<file path="config.mk">
export PLATFORM = sky130hd
export DESIGN_NAME = mibo_mode_regs
export DESIGN_NICKNAME = d
export VERILOG_FILES = /design/src/hdl/mibo_pkg.sv /design/src/hdl/mibo_burst_seq.sv /design/src/hdl/mibo_mode_regs.sv
export VERILOG_INCLUDE_DIRS = /design/src /design/src/hdl
export SDC_FILE = /design/constraint.sdc
export NUM_CORES = 1
export LEC_CHECK = 0
export BUFFER_PORTS_ARGS = -buffer_cell sky130_fd_sc_hd__buf_2
export CAP_MARGIN = 20
export CORE_UTILIZATION = 34
export DETAILED_ROUTE_END_ITERATION = 10
export HOLD_SLACK_MARGIN = 0.05
export PLACE_DENSITY = 0.6
export RECOVER_POWER = 50
export SLEW_MARGIN = 15
export SYNTH_ARGS = -nofsm -noshare
export SYNTH_HDL_FRONTEND = slang
export SYNTH_SLANG_ARGS = --single-unit
export TNS_END_PERCENT = 10
</file>
<file path="constraint.sdc">
create_clock -name clk -period 2.2 [get_ports clk]
set_input_delay 0.44 -clock clk [delete_from_list [all_inputs] [get_ports clk]]
set_output_delay 0.44 -clock clk [all_outputs]
set_load 0.05 [all_outputs]
</file>
<file path="src/hdl/mibo_defs.svh">
// Offsets, field positions, codes and reset values for the mode register block
`ifndef MIBO_DEFS_SVH
`define MIBO_DEFS_SVH
`define MIBO_ADDR_INFO 8'h00
`define MIBO_ADDR_FEAT 8'h01
// Device type code is arbitrary
`define MIBO_DEV_TYPE 1'b1
`define MIBO_DNV_SUPPORT 1'b0
`define MIBO_RSVD3 3'h0
`define MIBO_BYTE_ZERO 8'h00
`define MIBO_LEN_LSB 0
`define MIBO_LEN_MSB 2
`define MIBO_ORDER_BIT 3
`define MIBO_WRAP_BIT 4
`define MIBO_WR_LSB 5
`define MIBO_WR_MSB 7
`define MIBO_BL4 3'h2
`define MIBO_BL8 3'h3
`define MIBO_BL16 3'h4
`define MIBO_WR_MIN 3'h1
`define MIBO_WR_MAX 3'h6
`define MIBO_WR_OFS 4'h2
`define MIBO_CAL_NONE 2'h0
`define MIBO_CAL_OPEN 2'h1
`define MIBO_CAL_SHORT 2'h2
`define MIBO_BEATS4 4'h3
`define MIBO_BEATS8 4'h7
`define MIBO_BEATS16 4'hf
`define MIBO_CNT_ONE 4'h1
`define MIBO_CNT_ZERO 4'h0
`endif

</file>
<file path="src/hdl/mibo_pkg.sv">
// Types shared by the mode register block
package mibo_pkg;
    typedef logic [2:0] mibo_code3_t;
    typedef enum logic [0:0] {MIBO_IDLE, MIBO_RUN} mibo_seq_e;
endpackage

</file>
<file path="src/hdl/mibo_burst_seq.sv">
// Burst column order generator
`timescale 1ns/100ps
`default_nettype none
`include "mibo_defs.svh"
module mibo_burst_seq (
    input wire logic clk,
    input wire logic nrst,
    input wire logic start,
    input wire logic [3:0] start_col,
    input wire mibo_pkg::mibo_code3_t len_code,
    input wire logic interleave,
    input wire logic no_wrap,
    output logic col_valid,
    output logic [3:0] col_addr,
    output logic col_last
);
    import mibo_pkg::*;

    mibo_seq_e st_q, st_d;
    logic [3:0] beat_q, beat_d;
    logic [3:0] base_q, base_d;
    logic [3:0] last_q, last_d;
    logic [3:0] col_q, col_d;
    logic il_q, il_d;
    logic nowrap_q, nowrap_d;

    // Column of beat b for a burst from column c, length given by last beat index
    function automatic logic [3:0] beat_col(input logic [3:0] c, input logic [3:0] b,
                                            input logic [3:0] lst, input logic il, input logic nowrap);
        logic [3:0] s;
        s = c + b;
        if (lst == `MIBO_BEATS4)
            beat_col = nowrap ? s : {c[3:2], s[1:0]}; // RULE_13
        else if (lst == `MIBO_BEATS8)
            beat_col = il ? {c[3], c[2:0] ^ b[2:0]} : {c[3], s[2:0]}; // RULE_14
        else
            beat_col = s; // RULE_15
    endfunction

    function automatic logic [3:0] last_beat(input mibo_code3_t code);
        case (code)
            `MIBO_BL8: last_beat = `MIBO_BEATS8;
            `MIBO_BL16: last_beat = `MIBO_BEATS16;
            default: last_beat = `MIBO_BEATS4;
        endcase
    endfunction

    always_comb
    begin
        st_d = st_q;
        beat_d = beat_q;
        base_d = base_q;
        last_d = last_q;
        il_d = il_q;
        nowrap_d = nowrap_q;
        col_d = col_q;
        case (st_q)
            MIBO_IDLE:
            begin
                if (start)
                begin
                    st_d = MIBO_RUN;
                    beat_d = `MIBO_CNT_ZERO;
                    base_d = {start_col[3:1], 1'b0}; // RULE_16
                    last_d = last_beat(len_code);
                    il_d = interleave;
                    nowrap_d = no_wrap;
                    col_d = {start_col[3:1], 1'b0}; // RULE_16
                end
            end
            MIBO_RUN:
            begin
                if (beat_q == last_q)
                    st_d = MIBO_IDLE;
                else
                begin
                    beat_d = beat_q + `MIBO_CNT_ONE;
                    col_d = beat_col(base_q, beat_q + `MIBO_CNT_ONE, last_q, il_q, nowrap_q);
                end
            end
            default: st_d = MIBO_IDLE;
        endcase
    end

    always_ff @(posedge clk)
    begin
        if (!nrst)
        begin
            st_q <= MIBO_IDLE;
            beat_q <= `MIBO_CNT_ZERO;
            base_q <= `MIBO_CNT_ZERO;
            last_q <= `MIBO_BEATS4;
            col_q <= `MIBO_CNT_ZERO;
            il_q <= 1'b0;
            nowrap_q <= 1'b0;
        end
        else
        begin
            st_q <= st_d;
            beat_q <= beat_d;
            base_q <= base_d;
            last_q <= last_d;
            col_q <= col_d;
            il_q <= il_d;
            nowrap_q <= nowrap_d;
        end
    end

    // New start requests are dropped while a burst is still running
    assign col_valid = (st_q == MIBO_RUN);
    assign col_addr = col_q;
    assign col_last = (st_q == MIBO_RUN) && (beat_q == last_q);

    a_first_even: assert property (@(posedge clk) disable iff (!nrst) // RULE_16
        (st_q == MIBO_IDLE && start) |=> (col_addr[0] == 1'b0))
        else $error("first burst column is odd");
    a_wrap4_order: assert property (@(posedge clk) disable iff (!nrst) // RULE_13
        (st_q == MIBO_IDLE && start && len_code == `MIBO_BL4 && !no_wrap && start_col[1])
        |=> col_addr[1:0] == 2'h2 ##1 col_addr[1:0] == 2'h3 ##1 col_addr[1:0] == 2'h0 ##1
            (col_addr[1:0] == 2'h1 && col_last))
        else $error("wrapping four beat order wrong");
    a_int8_order: assert property (@(posedge clk) disable iff (!nrst) // RULE_14
        (st_q == MIBO_IDLE && start && len_code == `MIBO_BL8 && interleave && start_col[2:1] == 2'h3)
        |=> col_addr[2:0] == 3'h6 ##1 col_addr[2:0] == 3'h7 ##1 col_addr[2:0] == 3'h4)
        else $error("interleaved eight beat order wrong");
    a_len16_last: assert property (@(posedge clk) disable iff (!nrst) // RULE_15
        (st_q == MIBO_IDLE && start && len_code == `MIBO_BL16)
        |=> (!col_last && col_valid) [*8] ##8 col_last ##1 !col_valid)
        else $error("sixteen beat burst length wrong");
    c_burst_done: cover property (@(posedge clk) disable iff (!nrst) col_last);
endmodule // mibo_burst_seq
`default_nettype wire

</file>
<file path="src/hdl/mibo_mode_regs.sv">
// Information and feature mode registers with burst ordering and write recovery
// Function
// RULE_01 - Info bit 0 reads 1 while auto-initialization runs, 0 when done.
// RULE_02 - Info bit 1 is a fixed device type; bit 2 reads 0.
// RULE_03 - Info bits 4:3 hold the calibration pin self-test result code.
// RULE_04 - Self-test field changes only when the calibration init command completes.
// RULE_05 - Calibration pin tied to supply reports code 01.
// RULE_06 - Codes 01 or 10 select factory drive trim and ignore calibration commands.
// RULE_07 - Feature bits 2:0 select burst length 4, 8 or 16; default 4.
// RULE_08 - Feature bit 3 selects sequential or interleaved order; default sequential.
// RULE_09 - Feature bit 4 selects wrap or no-wrap; no-wrap only with length 4.
// RULE_10 - Feature bits 7:5 select 3 to 8 write recovery cycles; default 3.
// RULE_11 - Auto-precharge write starts precharge after the programmed recovery cycles.
// RULE_12 - Controller programs recovery as recovery time over clock period, rounded up.
// RULE_13 - Four beat wrap orders 0123 or 2301; no-wrap runs y to y+3.
// RULE_14 - Eight beat wrap: sequential counts modulo 8, interleaved XORs beat index.
// RULE_15 - Sixteen beat counts modulo 16 sequential wrap only; others illegal.
// RULE_16 - Lowest column bit is treated as zero, bursts start at even columns.
// RULE_17 - Reserved bits are written as zero and read back as zero.
// RULE_18 - Controller uses only mode register read and write commands.
// RULE_19 - Reading a write-only register returns undefined data but toggles strobe.
// RULE_20 - Controller polls auto-init status until complete before normal use; the controller model has no poll and the bench runs a burst before init_done.
`timescale 1ns/100ps
`default_nettype none
`include "mibo_defs.svh"
module mibo_mode_regs (
    input wire logic clk,
    input wire logic nrst,
    input wire logic mr_wr_en,
    input wire logic mr_rd_en,
    input wire logic [7:0] mr_addr,
    input wire logic [7:0] mr_wdata,
    output logic [7:0] mr_rdata,
    output logic mr_rvalid,
    output logic mr_strobe_toggle,
    input wire logic init_done,
    input wire logic cal_done,
    input wire logic [1:0] cal_result,
    input wire logic cal_cmd,
    output logic cal_cmd_accept,
    output logic factory_trim_sel,
    input wire logic wr_autopre_end,
    output logic precharge_start,
    output logic [3:0] write_recovery_cycles,
    input wire logic burst_start,
    input wire logic [3:0] burst_col,
    output logic burst_illegal,
    output logic col_valid,
    output logic [3:0] col_addr,
    output logic col_last
);
    import mibo_pkg::*;

    logic auto_init_status_q, auto_init_status_d;
    logic [1:0] cal_pin_selftest_result_q, cal_pin_selftest_result_d;
    mibo_code3_t burst_length_q, burst_length_d;
    logic burst_type_q, burst_type_d;
    logic wrap_control_q, wrap_control_d;
    mibo_code3_t wr_code_q, wr_code_d;
    logic [7:0] rdata_q, rdata_d;
    logic rvalid_q, rvalid_d;
    logic [3:0] wr_cnt_q, wr_cnt_d;
    logic [3:0] info_unused;

    function automatic logic legal_len(input mibo_code3_t c);
        legal_len = (c == `MIBO_BL4) || (c == `MIBO_BL8) || (c == `MIBO_BL16);
    endfunction

    assign factory_trim_sel = (cal_pin_selftest_result_q == `MIBO_CAL_OPEN) ||
                              (cal_pin_selftest_result_q == `MIBO_CAL_SHORT); // RULE_06
    assign cal_cmd_accept = cal_cmd && !factory_trim_sel; // RULE_06
    assign write_recovery_cycles = {1'b0, wr_code_q} + `MIBO_WR_OFS; // RULE_10

    always_comb
    begin
        auto_init_status_d = !init_done; // RULE_01
        cal_pin_selftest_result_d = cal_pin_selftest_result_q;
        if (cal_done)
            cal_pin_selftest_result_d = cal_result; // RULE_04 RULE_05
        burst_length_d = burst_length_q;
        burst_type_d = burst_type_q;
        wrap_control_d = wrap_control_q;
        wr_code_d = wr_code_q;
        // Writes to the read-only info register have no effect
        if (mr_wr_en && mr_addr == `MIBO_ADDR_FEAT)
        begin
            // Reserved codes are dropped so the field keeps a usable value
            if (legal_len(mr_wdata[`MIBO_LEN_MSB:`MIBO_LEN_LSB]))
                burst_length_d = mr_wdata[`MIBO_LEN_MSB:`MIBO_LEN_LSB]; // RULE_07
            burst_type_d = mr_wdata[`MIBO_ORDER_BIT]; // RULE_08
            wrap_control_d = mr_wdata[`MIBO_WRAP_BIT]; // RULE_09
            if (mr_wdata[`MIBO_WR_MSB:`MIBO_WR_LSB] >= `MIBO_WR_MIN &&
                mr_wdata[`MIBO_WR_MSB:`MIBO_WR_LSB] <= `MIBO_WR_MAX)
                wr_code_d = mr_wdata[`MIBO_WR_MSB:`MIBO_WR_LSB]; // RULE_10
        end
        rvalid_d = mr_rd_en;
        // Write-only and unmapped reads answer zero so no stale byte leaks out
        rdata_d = `MIBO_BYTE_ZERO; // RULE_19
        if (mr_rd_en && mr_addr == `MIBO_ADDR_INFO)
            rdata_d = {`MIBO_RSVD3, cal_pin_selftest_result_q, `MIBO_DNV_SUPPORT,
                       `MIBO_DEV_TYPE, auto_init_status_q}; // RULE_01 RULE_02 RULE_03 RULE_17
        wr_cnt_d = wr_cnt_q;
        if (wr_autopre_end)
            wr_cnt_d = write_recovery_cycles; // RULE_11
        else if (wr_cnt_q != `MIBO_CNT_ZERO)
            wr_cnt_d = wr_cnt_q - `MIBO_CNT_ONE;
    end

    always_ff @(posedge clk)
    begin
        if (!nrst)
        begin
            auto_init_status_q <= 1'b1;
            cal_pin_selftest_result_q <= `MIBO_CAL_NONE;
            burst_length_q <= `MIBO_BL4;
            burst_type_q <= 1'b0;
            wrap_control_q <= 1'b0;
            wr_code_q <= `MIBO_WR_MIN;
            rdata_q <= `MIBO_BYTE_ZERO;
            rvalid_q <= 1'b0;
            wr_cnt_q <= `MIBO_CNT_ZERO;
        end
        else
        begin
            auto_init_status_q <= auto_init_status_d;
            cal_pin_selftest_result_q <= cal_pin_selftest_result_d;
            burst_length_q <= burst_length_d;
            burst_type_q <= burst_type_d;
            wrap_control_q <= wrap_control_d;
            wr_code_q <= wr_code_d;
            rdata_q <= rdata_d;
            rvalid_q <= rvalid_d;
            wr_cnt_q <= wr_cnt_d;
        end
    end

    assign mr_rdata = rdata_q;
    assign mr_rvalid = rvalid_q;
    // Strobe toggles for every read, readable register or not
    assign mr_strobe_toggle = rvalid_q; // RULE_19
    assign precharge_start = (wr_cnt_q == `MIBO_CNT_ONE); // RULE_11

    // Combinations the controller must not program are refused, no columns come out
    assign burst_illegal = (wrap_control_q && burst_length_q != `MIBO_BL4) ||
                           (burst_type_q && burst_length_q == `MIBO_BL16); // RULE_09 RULE_15

    mibo_burst_seq u_seq (
        .clk(clk),
        .nrst(nrst),
        .start(burst_start && !burst_illegal),
        .start_col(burst_col),
        .len_code(burst_length_q),
        .interleave(burst_type_q),
        .no_wrap(wrap_control_q),
        .col_valid(col_valid),
        .col_addr(col_addr),
        .col_last(col_last)
    );

    // Helper: cycles since the last auto-precharge write end
    logic [3:0] pre_age_q;
    always_ff @(posedge clk)
    begin
        if (!nrst)
            pre_age_q <= `MIBO_CNT_ZERO;
        else if (wr_autopre_end)
            pre_age_q <= `MIBO_CNT_ONE;
        else if (pre_age_q != `MIBO_BEATS16)
            pre_age_q <= pre_age_q + `MIBO_CNT_ONE;
    end
    assign info_unused = {mr_rdata[7:5], 1'b0};

    a_rd_answer: assert property (@(posedge clk) disable iff (!nrst) // RULE_19
        mr_rd_en |=> (mr_rvalid && mr_strobe_toggle))
        else $error("read not answered next cycle");
    a_info_bits: assert property (@(posedge clk) disable iff (!nrst) // RULE_02
        (mr_rvalid && $past(mr_addr) == `MIBO_ADDR_INFO) |-> (mr_rdata[2:1] == 2'h1))
        else $error("type or data-invalid bits wrong");
    a_rsvd_zero: assert property (@(posedge clk) disable iff (!nrst) // RULE_17
        mr_rvalid |-> (info_unused == 4'h0))
        else $error("reserved info bits not zero");
    a_init_flag: assert property (@(posedge clk) disable iff (!nrst) // RULE_01
        (mr_rd_en && mr_addr == `MIBO_ADDR_INFO && init_done && $past(init_done))
        |=> (mr_rdata[0] == 1'b0))
        else $error("init status shows busy after done");
    a_cal_hold: assert property (@(posedge clk) disable iff (!nrst) // RULE_04
        !cal_done |=> $stable(cal_pin_selftest_result_q))
        else $error("self-test field moved without completion");
    a_cal_ignore: assert property (@(posedge clk) disable iff (!nrst) // RULE_06
        (cal_pin_selftest_result_q == `MIBO_CAL_OPEN) |-> !cal_cmd_accept)
        else $error("calibration accepted with open pin");
    a_prech_delay: assert property (@(posedge clk) disable iff (!nrst) // RULE_11
        precharge_start |-> (pre_age_q == write_recovery_cycles))
        else $error("precharge not at recovery count");
    a_wr_range: assert property (@(posedge clk) disable iff (!nrst) // RULE_10
        (write_recovery_cycles >= 4'h3) && (write_recovery_cycles <= 4'h8))
        else $error("recovery cycles out of range");
    a_bl_legal: assert property (@(posedge clk) disable iff (!nrst) // RULE_07
        (mr_wr_en && mr_addr == `MIBO_ADDR_FEAT && mr_wdata[2:0] == 3'h3) |=> (burst_length_q == 3'h3))
        else $error("burst length eight not taken");
    a_nw_refused: assert property (@(posedge clk) disable iff (!nrst) // RULE_09
        (burst_start && wrap_control_q && burst_length_q == `MIBO_BL8 && !col_valid) |=> !col_valid)
        else $error("illegal no-wrap burst ran");
    a_cal_capture: assert property (@(posedge clk) disable iff (!nrst) // RULE_04
        cal_done |=> (cal_pin_selftest_result_q == $past(cal_result)))
        else $error("self-test field missed completion");
    a_type_taken: assert property (@(posedge clk) disable iff (!nrst) // RULE_08
        (mr_wr_en && mr_addr == `MIBO_ADDR_FEAT) |=> (burst_type_q == $past(mr_wdata[`MIBO_ORDER_BIT])))
        else $error("burst type not taken");
    a_wr_reserved: assert property (@(posedge clk) disable iff (!nrst) // RULE_10
        (mr_wr_en && mr_addr == `MIBO_ADDR_FEAT && mr_wdata[7:5] == 3'h0) |=> $stable(write_recovery_cycles))
        else $error("reserved recovery code taken");
    a_wo_read_zero: assert property (@(posedge clk) disable iff (!nrst) // RULE_19
        (mr_rvalid && $past(mr_addr) != `MIBO_ADDR_INFO) |-> (mr_rdata == 8'h00))
        else $error("write-only read not zero");

    c_info_read: cover property (@(posedge clk) disable iff (!nrst)
        mr_rvalid && mr_rdata[4:3] == 2'h3);
    c_precharge: cover property (@(posedge clk) disable iff (!nrst) precharge_start && write_recovery_cycles == 4'h8);
    c_factory: cover property (@(posedge clk) disable iff (!nrst) cal_cmd && factory_trim_sel);
    c_refused: cover property (@(posedge clk) disable iff (!nrst) burst_start && burst_illegal);
endmodule // mibo_mode_regs
`default_nettype wire

</file>
* Yosys cells after proc, flatten, opt, wreduce, memory -nomap -nowiden
Index checks and enable logic that the tools add are counted.
** Storage, ports and cells
- Bits in registers :: 42
- Input bits :: 31
- Output and inout bits :: 24
** Operators by class
- Add/sub/neg operators :: 4
- Magnitude comparators :: 2
- Equal/unequal tests :: 15
- Mux-type cells :: 17
- Bitwise gates (word level) :: 2
- Reductions and logical operators :: 23
** Operators by type and width (count)
- 4-bit two-way mux :: 9
- 4-bit case mux with 2 select lines :: 3
- 2-bit AND reduction :: 5
- 3-bit by 2-bit == test with 1-bit output (second input constant) :: 3
- 8-bit by 1-bit == test with 1-bit output (second input constant) :: 1
- 1-bit logical AND :: 8
- 8-bit zero test :: 1
- 3-bit == test (second input constant) :: 2
- 3-bit by 2-bit adder with 4-bit output (second input constant) :: 1
- 4-bit by 1-bit adder with 4-bit output (second input constant) :: 1
- 4-bit adder :: 1
- 4-bit by 1-bit == test with 1-bit output (second input constant) :: 1
- 4-bit by 2-bit == test with 1-bit output (second input constant) :: 1
- 4-bit by 3-bit == test with 1-bit output (second input constant) :: 1
- 4-bit == test :: 1
- 1-bit logical OR :: 4
- 4-bit nonzero test :: 1
- 4-bit by 1-bit subtractor with 4-bit output (second input constant) :: 1
- 3-bit by 1-bit greater-or-equal comparator with 1-bit output (second input constant) :: 1
- 3-bit less-or-equal comparator (second input constant) :: 1
- 1-bit zero test :: 3
- 3-bit two-way mux :: 1
- 3-bit by 2-bit != test with 1-bit output (second input constant) :: 1
- 3-bit bitwise XOR :: 1
- 9 further kinds :: 10

* Depth between registers and ports, before layout
- Depth after elaboration :: 7
- Mapped depth :: 8
- Depth with buffers taken out :: 8

* By module
A second synthesis with hierarchy kept.
** Second synthesis, totals
- Cells, all modules :: 212
- Area, all modules :: 1899.3 sq um
** By module, submodules not included
- mibo_mode_regs :: times used 1, cells each 111, area each 1032.2 sq um, seq. area each 400.4 sq um
- mibo_burst_seq :: times used 1, cells each 101, area each 867.1 sq um, seq. area each 300.3 sq um

* Least setup slack after synthesis
Ideal clock, no wire load.
- Path kind :: flip-flop to flip-flop
- Start :: register, netlist name u_seq.col_addr[0]
- End :: register u_seq.col_q[3], in the netlist u_seq.col_addr[3]
- Arrival :: 2.136 ns
- Required time :: 2.133 ns
- Path slack :: -0.003 ns
- Stages on the path, launching flop included :: 9
- Buffers on the path :: 0
- Period minus slack after synthesis :: 2.203 ns
- Cell sequence :: dfxtp_1 -> ha_1 -> ha_1 -> fa_1 -> xnor2_1 -> xnor2_1 -> or3_1 -> a31o_1 -> o21ai_2
** RTL lines
- end signal, assigned :: RTL line mibo_burst_seq.sv:93 : col_q <= `MIBO_CNT_ZERO;
- end signal, assigned :: RTL line mibo_burst_seq.sv:103 : col_q <= col_d;
- end, declared :: RTL line mibo_burst_seq.sv:23 : logic [3:0] col_q, col_d;

* Worst setup path in the final report
- Start :: register u_seq.beat_q[1]
- End :: register u_seq.col_q[3], in the netlist u_seq.col_addr[3]
** Between the ends
- Longest elaborated chain between the ends :: 6
** Ends and longest elaborated chain
- start, declared :: RTL line mibo_burst_seq.sv:20 : logic [3:0] beat_q, beat_d;
- start signal, assigned :: RTL line mibo_burst_seq.sv:90 : beat_q <= `MIBO_CNT_ZERO;
- start signal, assigned :: RTL line mibo_burst_seq.sv:100 : beat_q <= beat_d;
- 4-bit by 1-bit adder with 4-bit output (no source line)
- 4-bit adder :: RTL line mibo_burst_seq.sv:31 : s = c + b;
- 4-bit two-way mux (on tied branches) :: RTL line mibo_burst_seq.sv:34, mibo_burst_seq.sv:33
- 4-bit two-way mux :: RTL line mibo_burst_seq.sv:32 : if (lst == `MIBO_BEATS4)
- 4-bit two-way mux :: RTL line mibo_burst_seq.sv:73 : if (beat_q == last_q)
- 4-bit case mux with 2 select lines :: RTL line mibo_burst_seq.sv:57 : case (st_q)
Several ways; a longest one is shown, not always the timed one. The select of a mux whose other input is x is not followed.
A chain may end at the register's enable or synchronous reset.

==> impl_metrics.env <==
export IMPL_status="finished clean"
export IMPL_final_layout_size_suffix_gt1_share_pct=23.64
export IMPL_drt_total_wl_mm=3.751
export IMPL_grt_pass1_vias=1400
export IMPL_max_slew_margin_pct=60.46
export IMPL_synthCells=204
export IMPL_rsz0062_at_grt="true"
export IMPL_grt_antenna_before_repair=0
export IMPL_r2r_start="u_seq.beat_q[1]"
export IMPL_synth_edff_count=0
export IMPL_place_hpwl_mm=2.829
export IMPL_initialDrtViolationCount=50
export IMPL_cp_required_ns=2.42
export IMPL_h_tree_depth=2
export IMPL_grt_pass1_wl_mm=6.072
export IMPL_cts_clk_slew_worst_paths_ns=0.07
export IMPL_die_area_um2=5594
export IMPL_yosys_warnings=0
export IMPL_p_per_area_nw_per_um2=724.7
export IMPL_period_needed_ns=2.174
export IMPL_rrSetupSlack_ns=0.03
export IMPL_avgSynthCellArea_um2=8.832
export IMPL_power_total_uw=1638
export IMPL_vdd_drop_max_v=0.0002669
export IMPL_synth_cell_types=46
export IMPL_design_final_nets=296
export IMPL_crit_fanout=2
export IMPL_clkLatencyLatePin_ns=0.28
export IMPL_synth_top_cell_by_area="dfxtp_1"
export IMPL_fin_util_pct=44.24
export IMPL_finalSetupViolations=0
export IMPL_ys_ff_latch=35
export IMPL_synth_async_reset_ratio_pct=0
export IMPL_cts_root_buf="clkbuf_8"
export IMPL_ys_flop_type="dfxtp_1"
export IMPL_io_buffers=49
export IMPL_core_um2=5107
export IMPL_criticalPathCategory="register to register"
export IMPL_stdcell_area_um2=2260
export IMPL_cts_hold_buf=0
export IMPL_synth_area_um2=1802
export IMPL_drc=0
export IMPL_r2r_cells=8
export IMPL_cts_buffer_depth=2
export IMPL_fill_cells=532
export IMPL_hold_end="auto_init_status_q"
export IMPL_yosys_top_cells_area="dfxtp_1, ha_1, mux2i_1, nand2_1, buf_4"
export IMPL_core_rowCount=26
export IMPL_fin_crit_sh_pct=98.82
export IMPL_dpl_cell_area_um2=2112
export IMPL_drv_cap=0
export IMPL_whs_ns=0.3109
export IMPL_die_x_um=74.80
export IMPL_die_h_um=74.80
export IMPL_setup_tns_ns=0
export IMPL_antenna_left=0
export IMPL_drt_pass1_iterations=4
export IMPL_fin_skew_ns=0.003226
export IMPL_cts_buffers=5
export IMPL_drv_slew=0
export IMPL_regToRegEndpoint="u_seq.col_addr[3]"
export IMPL_leakagePower_uw=0.0009707
export IMPL_io_pins=55
export IMPL_initial_core_util_pct=35.28
export IMPL_grt_overflow_total=0
export IMPL_startpoint_type="register"
export IMPL_grt_max_degree=23
export IMPL_tritoncts="built"
export IMPL_diodes=0
export IMPL_globalplace_congestion=0.7799
export IMPL_synth_common_cells="dfxtp_1, nand2_1, nor2_1, inv_1, and2_1"
export IMPL_yosysMostFrequentCell="dfxtp_1"
export IMPL_finalHoldViolCount=0
export IMPL_wl_per_cell_um=11.44
export IMPL_yosysSeqAreaShare_pct=38.89
export IMPL_vias=1553
export IMPL_endpoint_kind="register"
export IMPL_post_cts_buffers=0
export IMPL_netlist_area_leader_share_pct=38.89
export IMPL_critPathArrivalTime_ns=2.40
export IMPL_hp_class="input port to register"
export IMPL_viasPerCell=4.735
export IMPL_grt_usage_pct=14.12
export IMPL_fmaxAchievable_ghz=0.4600
export IMPL_syn2layout_area_growth_pct=25.42
export IMPL_worstHoldPathCells=2
export IMPL_hp_start="init_done"
export IMPL_tightest_slew_ns=0.5957
export IMPL_cts_sinks=35
[per-stage QoR]
step | setup WS, ns | std cells
floorplan | 0.01197 | 207
global placement | -0.02176 | 320
detailed placement | -0.04947 | 320
CTS | 0.003105 | 328
global route | -0.02572 | 328
finish | 0.02604 | 328
[power breakdown]
group	switching [uW]	total [uW]	internal [uW]
logic	173	269	96.0
clock network	235	688	453
registers	21.5	681	660
[worst max-delay path, stage by stage (launching register included)]
cell	delay (ns)
dfxtp_2	0.34
ha_4	0.25
ha_4	0.16
fa_2	0.39
xnor2_2	0.14
xnor2_1	0.14
or3_1	0.34
a31o_1	0.23
o21ai_2	0.11
[what timing repair did]
action	in CTS	in global routing
pin swaps	2	5
resized for setup	2	5
endpoints found under the hold margin	0	0
setup endpoints to repair	1	2
[routing by layer]
| metal | GRT usage (%) | routed length [um] |
|---|---|---|
| met4 | 5.031 | 55 |
| met2 | 24.42 | 1752 |
| met1 | 17.14 | 1761 |
| met5 | 0 | 0 |
| met3 | 3.213 | 181 |
[state kept, by name, indices dropped and copies added (netlist names), 2 cells and up]
name	flops
cal_pin_selftest_result_q	2
u_seq.col_addr	4
mr_rdata	4
u_seq.base_q	3
u_seq.beat_q	3
burst_length_q	3
u_seq.last_q	2
wr_cnt_q	4
wr_code_q	3
[cell families after synthesis]
family	synth area share, %
xor+xnor	3.889
compound gates	17.78
other cells	0.2081
fa+ha+maj	5.972
mux	5.070
buf+inv	6.250
simple gates	21.94
flops	38.89
[worst max path at each step]
stage | from | endpoint | slack [ns]
after floorplan | u_seq.col_addr[0] | u_seq.col_addr[3] | 0.01
after global placement | u_seq.beat_q[1] | u_seq.col_addr[3] | -0.02
final | u_seq.beat_q[1] | u_seq.col_addr[3] | 0.03
after CTS | u_seq.col_addr[0] | u_seq.col_addr[3] | 0.003
after global routing | u_seq.beat_q[1] | u_seq.col_addr[3] | -0.03
after detailed placement | u_seq.beat_q[1] | u_seq.col_addr[3] | -0.05
[placed cells by master (no fill, tap or decap), types with 3 or more instances in the layout]
cell,n
inv_1,11
nor2b_1,8
mux2i_1,8
clkbuf_8,5
nand2b_1,4
and2_1,6
nor2_1,13
a22oi_1,3
buf_2,36
a211oi_1,5
conb_1,4
nand3_1,7
ha_1,5
clkbuf_1,14
buf_4,5
xnor2_1,4
nand2_1,18
dfxtp_1,33
a21boi_0,7
xor2_1,3
a21oi_1,5
o21ai_0,8
and2_0,3
nor3_1,4
[layout make-up]
| type | count | area (um2) | share of cell area (%) |
|---|---|---|---|
| flip-flops and latches | 35 | 703.2 | 31.12 |
| clock inverters | 2 | 60.06 | 2.658 |
| well taps | 70 | 87.58 | 3.876 |
| multi-input cells | 150 | 1028 | 45.52 |
| repair buffers | 54 | 266.5 | 11.79 |
| clock buffers | 6 | 72.57 | 3.212 |
| inverters | 11 | 41.29 | 1.827 |
Power figures use the tool's default switching activity.
